File: src/verilog/i2cis_pkg.sv
package i2cis_pkg;
  localparam logic [31:0] MASKED_STAT_ADDR = 32'h5000132C;
  localparam logic [15:0] MASKED_STAT_RESET = 16'h0000;
  localparam logic [11:0] MASK_RESET = 12'h8FF;
  localparam int BIT_RX_UNDER = 0;
  localparam int BIT_RX_OVER = 1;
  localparam int BIT_RX_FULL = 2;
  localparam int BIT_TX_OVER = 3;
  localparam int BIT_TX_EMPTY = 4;
  localparam int BIT_RD_REQ = 5;
  localparam int BIT_TX_ABRT = 6;
  localparam int BIT_TX_DONE = 7;
  localparam int BIT_ACTIVITY = 8;
  localparam int BIT_STOP = 9;
  localparam int BIT_START = 10;
  localparam int BIT_GEN_CALL = 11;
  localparam int FIFO_DEPTH = 32;
  localparam int LEVEL_W = 6;

  // one-cycle pulses from the bus engine, same clock
  typedef struct packed {
    logic gen_call_acked;
    logic start_seen;
    logic stop_seen;
    logic activity;
    logic slave_tx_nack;
    logic tx_abort;
    logic read_request;
    logic rx_byte;
  } i2cis_event_type;

  // one-cycle read strobes of clear-on-read registers
  typedef struct packed {
    logic general_call_clear_reg;
    logic activity_clear_reg;
    logic combined_interrupt_clear_reg;
    logic abort_clear_reg;
    logic read_request_clear_reg;
  } i2cis_clear_type;
endpackage : i2cis_pkg

File: src/verilog/i2cis_status.sv
`timescale 1ns/1ps
// Operation
// - general call flag after acked call address
// - general call clears on disable or read
// - flag START or repeated START detected
// - flag STOP detected
// - activity flag sticky after idle
// - activity cleared by disable, reads, reset
// - slave transmit nack sets transmit done
// - transmit abort flag, source recorded
// - abort flushes tx fifo until cleared
// - read request flag holds scl low
// - tx low water at or below threshold
// - disabled: tx flushed, low water follows activity
// - overflow on write to full tx fifo
// - tx overflow holds until internal enable falls or the combined clear
// - rx high water at or above threshold
// - rx overflow on byte into full fifo
// - rx underflow on read of empty fifo
// - status equals raw gated by mask
module i2cis_status
  import i2cis_pkg::*;
#(
  parameter int DEPTH = FIFO_DEPTH
) (
  input wire logic clk,
  input wire logic arst_n,
  input wire logic controller_enable_reg,
  input wire logic internal_enable_signal,
  input wire logic engines_active,
  input wire logic [11:0] interrupt_mask_reg,
  input wire logic [LEVEL_W-1:0] tx_threshold_reg,
  input wire logic [LEVEL_W-1:0] rx_threshold_reg,
  input wire logic [LEVEL_W-1:0] tx_level,
  input wire logic [LEVEL_W-1:0] rx_level,
  input wire logic data_cmd_write,
  input wire logic data_cmd_read,
  input wire logic [15:0] abort_reason,
  input wire i2cis_event_type events,
  input wire i2cis_clear_type clears,
  output logic [15:0] i2c_masked_interrupt_status,
  output logic [15:0] abort_source_reg,
  output logic [11:0] raw_status,
  output logic tx_fifo_flush,
  output logic rx_fifo_flush,
  output logic rx_byte_discard,
  output logic scl_hold_low,
  output logic [15:0] read_data
);
  // flag state, one register per raw status bit except tx empty and rx full
  logic gen_call_q;
  logic start_q;
  logic stop_q;
  logic act_q;
  logic done_q;
  logic abrt_q;
  logic rdreq_q;
  logic txover_q;
  logic rxover_q;
  logic rxunder_q;
  logic [11:0] raw_d;
  logic [11:0] masked_d;
  logic clr_all;
  logic quiet_clr;
  logic gen_call_clr;
  logic act_clr;
  logic abrt_clr;
  logic rdreq_clr;
  logic drain_clr;
  logic tx_full;
  logic rx_full;
  logic rx_empty;
  logic tx_low_water;
  logic rx_high_water;

  // full means DEPTH entries; DEPTH must fit in LEVEL_W bits
  function automatic logic level_full(input logic [LEVEL_W-1:0] level);
    level_full = level >= LEVEL_W'(DEPTH);
  endfunction : level_full

  assign clr_all = clears.combined_interrupt_clear_reg;
  // start, stop and done drop on the combined clear or on disable
  assign quiet_clr = clr_all || !controller_enable_reg;
  assign gen_call_clr = quiet_clr || clears.general_call_clear_reg;
  assign act_clr = quiet_clr || clears.activity_clear_reg;
  assign abrt_clr = clr_all || clears.abort_clear_reg;
  assign rdreq_clr = clr_all || clears.read_request_clear_reg;
  // overflow-style flags wait for the internal enable to fall or the combined clear
  assign drain_clr = clr_all || !internal_enable_signal;
  assign tx_full = level_full(tx_level);
  assign rx_full = level_full(rx_level);
  assign rx_empty = rx_level == '0;
  // a level equal to the threshold counts as low and as high water
  assign tx_low_water = tx_level <= tx_threshold_reg;
  assign rx_high_water = rx_level >= rx_threshold_reg;

  // set beats clear in every sticky flag
  always_ff @(posedge clk or negedge arst_n) begin
    if (!arst_n) begin
      gen_call_q <= 1'b0;
    end else if (events.gen_call_acked && controller_enable_reg) begin
      gen_call_q <= 1'b1;
    end else if (gen_call_clr) begin
      gen_call_q <= 1'b0;
    end
  end

  always_ff @(posedge clk or negedge arst_n) begin
    if (!arst_n) begin
      start_q <= 1'b0;
    end else if (events.start_seen) begin
      start_q <= 1'b1;
    end else if (quiet_clr) begin
      start_q <= 1'b0;
    end
  end

  always_ff @(posedge clk or negedge arst_n) begin
    if (!arst_n) begin
      stop_q <= 1'b0;
    end else if (events.stop_seen) begin
      stop_q <= 1'b1;
    end else if (quiet_clr) begin
      stop_q <= 1'b0;
    end
  end

  always_ff @(posedge clk or negedge arst_n) begin
    if (!arst_n) begin
      act_q <= 1'b0;
    end else if (events.activity && controller_enable_reg) begin
      act_q <= 1'b1;
    end else if (act_clr) begin
      act_q <= 1'b0;
    end
  end

  always_ff @(posedge clk or negedge arst_n) begin
    if (!arst_n) begin
      done_q <= 1'b0;
    end else if (events.slave_tx_nack) begin
      done_q <= 1'b1;
    end else if (quiet_clr) begin
      done_q <= 1'b0;
    end
  end

  always_ff @(posedge clk or negedge arst_n) begin
    if (!arst_n) begin
      abrt_q <= 1'b0;
    end else if (events.tx_abort) begin
      abrt_q <= 1'b1;
    end else if (abrt_clr) begin
      abrt_q <= 1'b0;
    end
  end

  // source is kept only while the abort flag stands
  always_ff @(posedge clk or negedge arst_n) begin
    if (!arst_n) begin
      abort_source_reg <= 16'h0000;
    end else if (events.tx_abort) begin
      abort_source_reg <= abort_reason;
    end else if (abrt_clr) begin
      abort_source_reg <= 16'h0000;
    end
  end

  // scl stays low until the processor reads the clear register
  always_ff @(posedge clk or negedge arst_n) begin
    if (!arst_n) begin
      rdreq_q <= 1'b0;
    end else if (events.read_request) begin
      rdreq_q <= 1'b1;
    end else if (rdreq_clr) begin
      rdreq_q <= 1'b0;
    end
  end

  always_ff @(posedge clk or negedge arst_n) begin
    if (!arst_n) begin
      txover_q <= 1'b0;
    end else if (data_cmd_write && tx_full) begin
      txover_q <= 1'b1;
    end else if (drain_clr) begin
      txover_q <= 1'b0;
    end
  end

  always_ff @(posedge clk or negedge arst_n) begin
    if (!arst_n) begin
      rxover_q <= 1'b0;
    end else if (events.rx_byte && rx_full) begin
      rxover_q <= 1'b1;
    end else if (drain_clr) begin
      rxover_q <= 1'b0;
    end
  end

  always_ff @(posedge clk or negedge arst_n) begin
    if (!arst_n) begin
      rxunder_q <= 1'b0;
    end else if (data_cmd_read && rx_empty) begin
      rxunder_q <= 1'b1;
    end else if (drain_clr) begin
      rxunder_q <= 1'b0;
    end
  end

  always_comb begin
    raw_d = 12'h000;
    raw_d[BIT_GEN_CALL] = gen_call_q;
    raw_d[BIT_START] = start_q;
    raw_d[BIT_STOP] = stop_q;
    raw_d[BIT_ACTIVITY] = act_q;
    raw_d[BIT_TX_DONE] = done_q;
    raw_d[BIT_TX_ABRT] = abrt_q;
    raw_d[BIT_RD_REQ] = rdreq_q;
    raw_d[BIT_TX_OVER] = txover_q;
    raw_d[BIT_RX_OVER] = rxover_q;
    raw_d[BIT_RX_UNDER] = rxunder_q;
    // an aborted fifo is flushed, so it reads as low water
    if (!controller_enable_reg) begin
      raw_d[BIT_TX_EMPTY] = engines_active;
    end else if (abrt_q) begin
      raw_d[BIT_TX_EMPTY] = 1'b1;
    end else begin
      raw_d[BIT_TX_EMPTY] = tx_low_water;
    end
    // a disabled receive fifo is held in reset and never full
    raw_d[BIT_RX_FULL] = controller_enable_reg && rx_high_water;
  end

  // each status bit is its raw bit gated by its own mask bit
  for (genvar b = 0; b < 12; b++) begin : g_mask
    assign masked_d[b] = raw_d[b] & interrupt_mask_reg[b];
  end

  // status is registered, one cycle behind the flags
  always_ff @(posedge clk or negedge arst_n) begin
    if (!arst_n) begin
      raw_status <= 12'h000;
    end else begin
      raw_status <= raw_d;
    end
  end

  always_ff @(posedge clk or negedge arst_n) begin
    if (!arst_n) begin
      i2c_masked_interrupt_status <= MASKED_STAT_RESET;
    end else begin
      // reserved upper bits are tied low
      i2c_masked_interrupt_status <= {4'h0, masked_d};
    end
  end

  // flush starts in the abort cycle itself, before the flag shows
  always_ff @(posedge clk or negedge arst_n) begin
    if (!arst_n) begin
      tx_fifo_flush <= 1'b0;
    end else begin
      tx_fifo_flush <= abrt_q || events.tx_abort
                       || !controller_enable_reg;
    end
  end

  always_ff @(posedge clk or negedge arst_n) begin
    if (!arst_n) begin
      rx_fifo_flush <= 1'b0;
    end else begin
      rx_fifo_flush <= !controller_enable_reg;
    end
  end

  // released in the very cycle the clear strobe is seen
  always_ff @(posedge clk or negedge arst_n) begin
    if (!arst_n) begin
      scl_hold_low <= 1'b0;
    end else begin
      scl_hold_low <= (rdreq_q || events.read_request)
                      && !clears.read_request_clear_reg;
    end
  end

  // byte is acknowledged on the bus but never written
  always_ff @(posedge clk or negedge arst_n) begin
    if (!arst_n) begin
      rx_byte_discard <= 1'b0;
    end else begin
      rx_byte_discard <= events.rx_byte && rx_full;
    end
  end

  // read port of status; no write port exists
  always_ff @(posedge clk or negedge arst_n) begin
    if (!arst_n) begin
      read_data <= 16'h0000;
    end else begin
      read_data <= {4'h0, masked_d};
    end
  end
endmodule : i2cis_status
File: config.mk
export PLATFORM = sky130hd
export DESIGN_NAME = i2cis_status
export DESIGN_NICKNAME = d
export VERILOG_FILES = /design/src/verilog/i2cis_pkg.sv /design/src/verilog/i2cis_status.sv
export SDC_FILE = /design/constraint.sdc
export NUM_CORES = 1
export LEC_CHECK = 0
export BUFFER_PORTS_ARGS = -buffer_cell sky130_fd_sc_hd__clkbuf_2
export CELL_PAD_IN_SITES_DETAIL_PLACEMENT = 1
export CELL_PAD_IN_SITES_GLOBAL_PLACEMENT = 2
export CORE_MARGIN = 5
export CORE_UTILIZATION = 25
export CTS_CLUSTER_DIAMETER = 40
export DETAILED_ROUTE_END_ITERATION = 10
export PLACE_DENSITY_LB_ADDON = 0.1
export SETUP_SLACK_MARGIN = 0.4
export SLEW_MARGIN = 20
export SYNTH_ARGS = -nofsm -noshare
export SYNTH_HDL_FRONTEND = slang
export SYNTH_SLANG_ARGS = --single-unit
File: constraint.sdc
create_clock -name clk -period 1.3 [get_ports clk]
set_input_delay 0.26 -clock clk [delete_from_list [all_inputs] [get_ports clk]]
set_output_delay 0.26 -clock clk [all_outputs]
set_load 0.005 [all_outputs]
Word-level counts from Yosys, hierarchy flattened
Cells that the tools add are included.
{ "classes": {"bitwise_logic": 12, "reduce_logical": 30, "muxes": 20, "order_cmp": 4} }
{ "op_table": {"columns": ["op", "count"], "rows": [
  ["$mux 16", 2],
  ["$reduce_bool 2->1", 10],
  ["$mux 1", 18],
  ["$and 1x1->1", 12],
  ["$ge 6x6->1 const B", 2],
  ["$logic_or 1x1->1", 9],
  ["$logic_and 1x1->1", 7],
  ["$ge 6x6->1", 1],
  ["$le 6x6->1", 1],
  ["$logic_not 6->1", 1],
  ["$logic_not 1->1", 3]
]} }
{ "totals": {"reg_bits": 54, "out_inout_bits": 64, "word_cells": 83} }

Depth between registers and ports, before layout
Gate-level depths: netlist of the first run.
{ "logic_depth": {"ltp_word": 5, "ltp_mapped": 6, "ltp_nobuf": 6} }

Worst setup path after synthesis of the first run
Ideal clock, no wire load.
{ "synth_timing": {"kind": "input-to-reg", "startpoint": "input rx_threshold_reg[5]", "endpoint": "register read_data[2]", "t_arrival_ps": 1124, "setup_slack_ps": 56, "stages": 6, "setup_ps": 120, "path_buffers": 0, "path_cell_list": "inv_1 > ha_1 > a41o_1 > a21oi_1 > o21ai_1 > and3_1"} }
{ "synth_between": {"elab_chain_len": 3} }
{ "synth_lines": {"columns": ["item", "line_no", "source"], "rows": [
  ["from (decl)", "i2cis_status.sv:33", "input wire logic [LEVEL_W-1:0] rx_threshold_reg,"],
  ["$ge 6x6->1", "i2cis_status.sv:95", "assign rx_high_water = rx_level >= rx_threshold_reg;"],
  ["$logic_and 1x1->1", "i2cis_status.sv:231", "raw_d[BIT_RX_FULL] = controller_enable_reg && rx_high_water;"],
  ["$and 1x1->1", "i2cis_status.sv:236", "assign masked_d[b] = raw_d[b] & interrupt_mask_reg[b];"],
  ["via masked_d[2]", "i2cis_status.sv:62", "logic [11:0] masked_d;"],
  ["to (signal assigned)", "i2cis_status.sv:299", "read_data <= {4'h0, masked_d};"],
  ["to (decl)", "i2cis_status.sv:48", "output logic [15:0] read_data"]
]} }
The timed path passes the listed nets, and every way through them passes these cells.
A chain may end at the register's enable or synchronous reset.

==> results of run 1 <==
==> per-stage QoR <==
step | setup TNS [ps] | area (um2)
after floorplan | 0 | 2337
after global placement | -114.1 | 3004
after detailed placement | -189.0 | 3004
final | 0 | 3279
after global routing | 0 | 3279
after CTS | 0 | 3159
==> worst min path at each step <==
stage                           end  slack (ps)  depth (start not counted)
6_report               scl_hold_low         120                          2
5_1_grt                scl_hold_low         110                          2
4_1_cts                scl_hold_low         110                          2
3_5_place_dp   abort_source_reg[12]         290                          2
3_3_place_gp    abort_source_reg[8]         290                          2
2_1_floorplan   abort_source_reg[0]         -40                          0
==> area by class of cell <==
| class | instances | share of cell area [%] |
|---|---|---|
| clock buffer | 6 | 2.213 |
| clock inverter | 2 | 0.4197 |
| tap | 108 | 4.121 |
| sequential | 54 | 41.21 |
| multi-input combinational | 92 | 23.27 |
| inverter | 13 | 2.022 |
| timing repair buffer | 147 | 26.75 |
==> power breakdown <==
part	internal (mW)	switching (mW)
registers	1.78	0.0502
clock network	0.382	0.538
logic	0.325	0.252
==> synthesized netlist by cell type <==
cell and n:
nor3_1 1, nor3_4 1, nand2b_1 2, buf_6 2, and3_1 1, a41o_1 1
inv_2 1, nor4b_1 1, o21bai_1 1, dfrtp_1 54, a21oi_1 5, o21ai_1 2
ha_1 12, nand4_1 2, nand3_1 1, buf_4 20, and2_1 12, a21o_1 8
nor3b_1 1, dlygate4sd1_1 1, conb_1 1, nor2b_1 3, nand2_1 1, inv_1 12
nor2_1 10, a31oi_1 1, a22o_1 18
==> layer usage <==
layer / GRT usage, % / vias to the layer above / wire [um]
met4: 3.238 / 0 / 89
met1: 14.69 / 815 / 2635
met2: 17.90 / 81 / 2909
li1: - / 838 / -
met5: 0 / - / 0
met3: 4.593 / 8 / 582
==> cells in the final DEF, fill, tap and decap left out, types with 2 or more instances in the layout <==
| master | count |
|---|---|
| inv_2 | 4 |
| buf_12 | 2 |
| ha_4 | 7 |
| conb_1 | 8 |
| clkbuf_2 | 118 |
| clkbuf_8 | 6 |
| buf_4 | 18 |
| a22o_1 | 18 |
| inv_1 | 5 |
| buf_6 | 2 |
| o21ai_1 | 2 |
| nand2b_1 | 2 |
| inv_4 | 2 |
| a21o_1 | 8 |
| nor2_1 | 10 |
| a21oi_1 | 5 |
| and2_1 | 12 |
| buf_8 | 4 |
| nand4_1 | 2 |
| nor2b_1 | 2 |
| ha_1 | 4 |
| dfrtp_1 | 54 |
==> timing repair <==
item / 4_1_cts / 5_1_grt
buffers inserted: 4 / 8
pin swaps: 2 / 7
resized for setup: 4 / 20
hold endpoints to repair: 54 / 0
hold buffers: 1 / 0
endpoints found under the setup margin: 60 / 60
==> cell families (layout without fill, tap and decap cells) <==
group	count (synthesis)	count (layout)	share of synthesized area [%]
and+or+nand+nor	36	36	9.408
DFF	54	54	60.85
other	1	8	0.1689
buffers and inverters	36	168	10.37
adders and majority gates	12	12	6.760
AOI/OAI and AO/OA	36	36	12.45
==> flow_metrics.tcl, run 1 <==
set metrics [dict create \
    status "complete, no violations" \
    power_mw 3.324 \
    place.gp.congestion 0.7026 \
    crit_chain "clkbuf_2" \
    seqCellArea_um2 1351 \
    utilization_pct 37.79 \
    nFillCells 1007 \
    io_pins 136 \
    finalCritPeriodShare_pct 83.58 \
    fmax_mhz 920.3 \
    largest_reg_flops 16 \
    cts_buffers 5 \
    maxCapViolations 0 \
    critPathBufInv 1 \
    h-tree-depth 2 \
    grt_max_degree 55 \
    postSynthAreaPerCell_um2 12.69 \
    yosysSeqAreaShare_pct 60.85 \
    first_pass_iters 4 \
    routedWlPerCell_um 14.73 \
    setup_viol 0 \
    leakage_nw 1.792 \
    cts.sink_count 54 \
    portBuffers 127 \
    antenna-diode-count 0 \
    critPathMaxStageDelay_ps 410 \
    multi_input_area_um2 763.2 \
    worstSetupPathType "reg -> out" \
    powerDensity_nw_per_um2 1014 \
    grtUsageTotal_pct 11.47 \
    yosys_register_bits 54 \
    grt_overflow_total 0 \
    holdWs_ps 122.2 \
    start_kind "flop" \
    r2r-start "abrt_q" \
    cts-root-buf "clkbuf_8" \
    crit_end "i2c_masked_interrupt_status[4]" \
    postSynthCellCount 175 \
    r2r_slack_ps 260 \
    rows 34 \
    dpl_worst_slack_ps -106.8 \
    drc_errors 0 \
    dieHeight_um 104.3 \
    cts_tree "yes" \
    grt_pass1_vias 1930 \
    crit_arrival_ps 830 \
    dp_hpwl_um 4927 \
    dp.cells 401 \
    reg2reg_depth 4 \
    yosys_warnings 0 \
    yosys-top-cells-area "dfrtp_1 61%, a22o_1 7.1%, buf_4 6.8%" \
    hp-start "clears[0]" \
    fin_crit_ps 1087 \
    slew_violations 0 \
    clock_latency_ps 300 \
    antenna_left 0 \
    worstPathRequired_ps 1040 \
    r2r_end "read_data[4]" \
    totalWireLength_um 6216 \
    drt_iter0_markers 25 \
    fin_skew_ps 5.269 \
    antenna_found_initial 0 \
    via_per_inst 4.128 \
    synth.largest_area_cell "dfrtp_1" \
    crit_slowest_cell "dfrtp_1" \
    crit_path_end_kind "output port" \
    final_cells 422 \
    start_util_pct 25.59 \
    layout_setup_ws_ps 213.4 \
    hold_viol_final 0 \
    drive_above_1_share_pct 54.78 \
    peakVddDrop_mv 0.4258 \
    cp_top_family "flip-flops" \
    crit_cells 1 \
    layout.nets 397 \
    cts.clk_slew.worst_paths_ps 100 \
    area_delta_synth_final_pct 47.66 \
    coreArea_um2 8678 \
    rsz0062_at_grt "true" \
    ctsLongestPathBuffers 2 \
    grt_first_pass_wirelength_um 10180 \
    yosysUniqueCellTypes 27 \
    syn_area_um2 2221 \
    synth_top_cell_area_share_pct 60.85 \
    critPathMaxFanout 2 \
    chipWidth_um 104.3 \
    startpoint "read_data[4]" \
    die_area_um2 10870 \
    hold_class "in -> reg" \
    via_count 1742 \
]
No activity file was read; power rests on OpenSTA's default activity.
==> run 2, diff against run 1 <==
Settings changed: CORE_UTILIZATION 25 to 22.
Clock period 1.3 ns to 0.97 ns, I/O delays scaled along.
==> run 2 against run 1 <==
The run now ends with negative hold slack, negative setup slack left. Flip-flop and latch count unchanged. Setup slack got worse by 290 ps. Global-route usage decreased by 1.1 points. Sequential share of layout area decreased by 1.2 points. Clock skew is 1.4 ps higher. Clock power up 71%. Critical endpoint is now i2c_masked_interrupt_status[6]. Highest routed layer is now met5.
==> flow_metrics.tcl, run 2 (same netlist as run 1, synthesis figures left out) <==
set metrics [dict create \
    reg2reg_depth 4 \
    cts-root-buf "clkbuf_8" \
    grt_pass1_vias 1898 \
    status "finished, violations left" \
    powerDensity_nw_per_um2 1425 \
    h-tree-depth 2 \
    grt_first_pass_wirelength_um 10270 \
    hold_viol_final 7 \
    maxCapViolations 0 \
    r2r-start "abrt_q" \
    drc_errors 0 \
    worstSetupPathType "reg -> out" \
    r2r_end "read_data[4]" \
    final_cells 452 \
    place.gp.congestion 0.6724 \
    coreArea_um2 9819 \
    worstPathRequired_ps 780 \
    r2r_slack_ps -60 \
    dp.cells 436 \
    cts_buffers 5 \
    routedWlPerCell_um 14.07 \
    area_delta_synth_final_pct 52.00 \
    crit_arrival_ps 850 \
    final.setup.tns_ps -2032 \
    leakage_nw 1.832 \
    grtUsageTotal_pct 10.42 \
    antenna-diode-count 0 \
    critPathMaxStageDelay_ps 420 \
    critPathMaxFanout 2 \
    drt_iter0_markers 42 \
    mostFrequentLayoutCells "123 x clkbuf_2, 54 x dfrtp_1, 18 x a22o_1, 18 x buf_4, 11 x and2_1" \
    final_common_cell "clkbuf_2" \
    rsz0062_at_grt "true" \
    dpl_worst_slack_ps -366.4 \
    slew_violations 0 \
    io_pins 136 \
    violations "negative hold slack, negative setup slack" \
    crit_cells 1 \
    grt_max_degree 37 \
    layout.nets 402 \
    cts.sink_count 54 \
    crit_chain "clkbuf_2" \
    finalCritPeriodShare_pct 108.0 \
    portBuffers 127 \
    totalWireLength_um 6361 \
    hold_class "in -> async" \
    crit_path_end_kind "output port" \
    antenna_found_initial 1 \
    layout_setup_ws_ps -77.42 \
    cts_tree "yes" \
    drive_above_1_share_pct 57.68 \
    first_pass_iters 4 \
    clock_latency_ps 310 \
    ctsLongestPathBuffers 2 \
    antenna_left 0 \
    chipWidth_um 110.5 \
    utilization_pct 34.38 \
    start_kind "flop" \
    dp_hpwl_um 5224 \
    crit_slowest_cell "dfrtp_1" \
    power_mw 4.812 \
    setup_viol 56 \
    critPathBufInv 1 \
    die_area_um2 12200 \
    fin_skew_ps 6.642 \
    via_count 1789 \
    fin_crit_ps 1047 \
    via_per_inst 3.958 \
    cts.clk_slew.worst_paths_ps 100 \
    dieHeight_um 110.5 \
    cp_top_family "flip-flops" \
    grt_overflow_total 0 \
    holdWs_ps -262.4 \
    final_area_um2 3376 \
    fmax_mhz 954.7 \
    rows 36 \
    start_util_pct 22.62 \
    peakVddDrop_mv 0.6527 \
    place_area_um2 3117 \
    largest_reg_flops 16 \
    nFillCells 1172 \
]
[run 2: what timing repair did]
| action | 4_1_cts | 5_1_grt |
|---|---|---|
| gates resized for setup | 6 | 15 |
| endpoints found under the hold margin | 7 | 7 |
| pin swaps | 12 | 6 |
| setup endpoints to repair | 99 | 99 |
| buffers inserted | 4 | 4 |
[run 2: worst max-delay path by stage]
| stage | startpoint | end | slack, ps |
|---|---|---|---|
| global placement | tx_threshold_reg[4] | read_data[4] | -330 |
| floorplan | tx_threshold_reg[4] | read_data[4] | -120 |
| detailed placement | tx_threshold_reg[4] | read_data[4] | -370 |
| global route | read_data[6] | read_data[6] | -150 |
| finish | read_data[6] | i2c_masked_interrupt_status[6] | -80 |
| CTS | read_data[6] | i2c_masked_interrupt_status[6] | -100 |
[run 2: layout make-up]
cell class | count | area [um2] | share of cell area (%)
inverter | 13 | 66.31 | 1.964
clock buffer | 5 | 68.82 | 2.039
timing repair buffer | 152 | 895.9 | 26.54
tap | 133 | 166.4 | 4.930
sequential | 54 | 1351 | 40.03
clock inverter | 3 | 48.80 | 1.446
multi-input combinational | 92 | 778.2 | 23.05
[run 2: power by group]
| group | internal [mW] | switching (mW) | leakage (nW) | total (mW) |
|---|---|---|---|---|
| Combinational | 0.445 | 0.347 | 1.10 | 0.792 |
| Sequential | 2.38 | 0.0695 | 0.674 | 2.45 |
| Clock | 0.787 | 0.781 | 0.0563 | 1.57 |
[run 2: layer usage]
metal | wire length, um | track usage (%) | vias to the layer above
met5 | 11 | 0 | -
met4 | 63 | 2.956 | 2
met3 | 499 | 3.829 | 6
met2 | 3115 | 16.38 | 82
met1 | 2671 | 13.44 | 849
li1 | - | - | 850
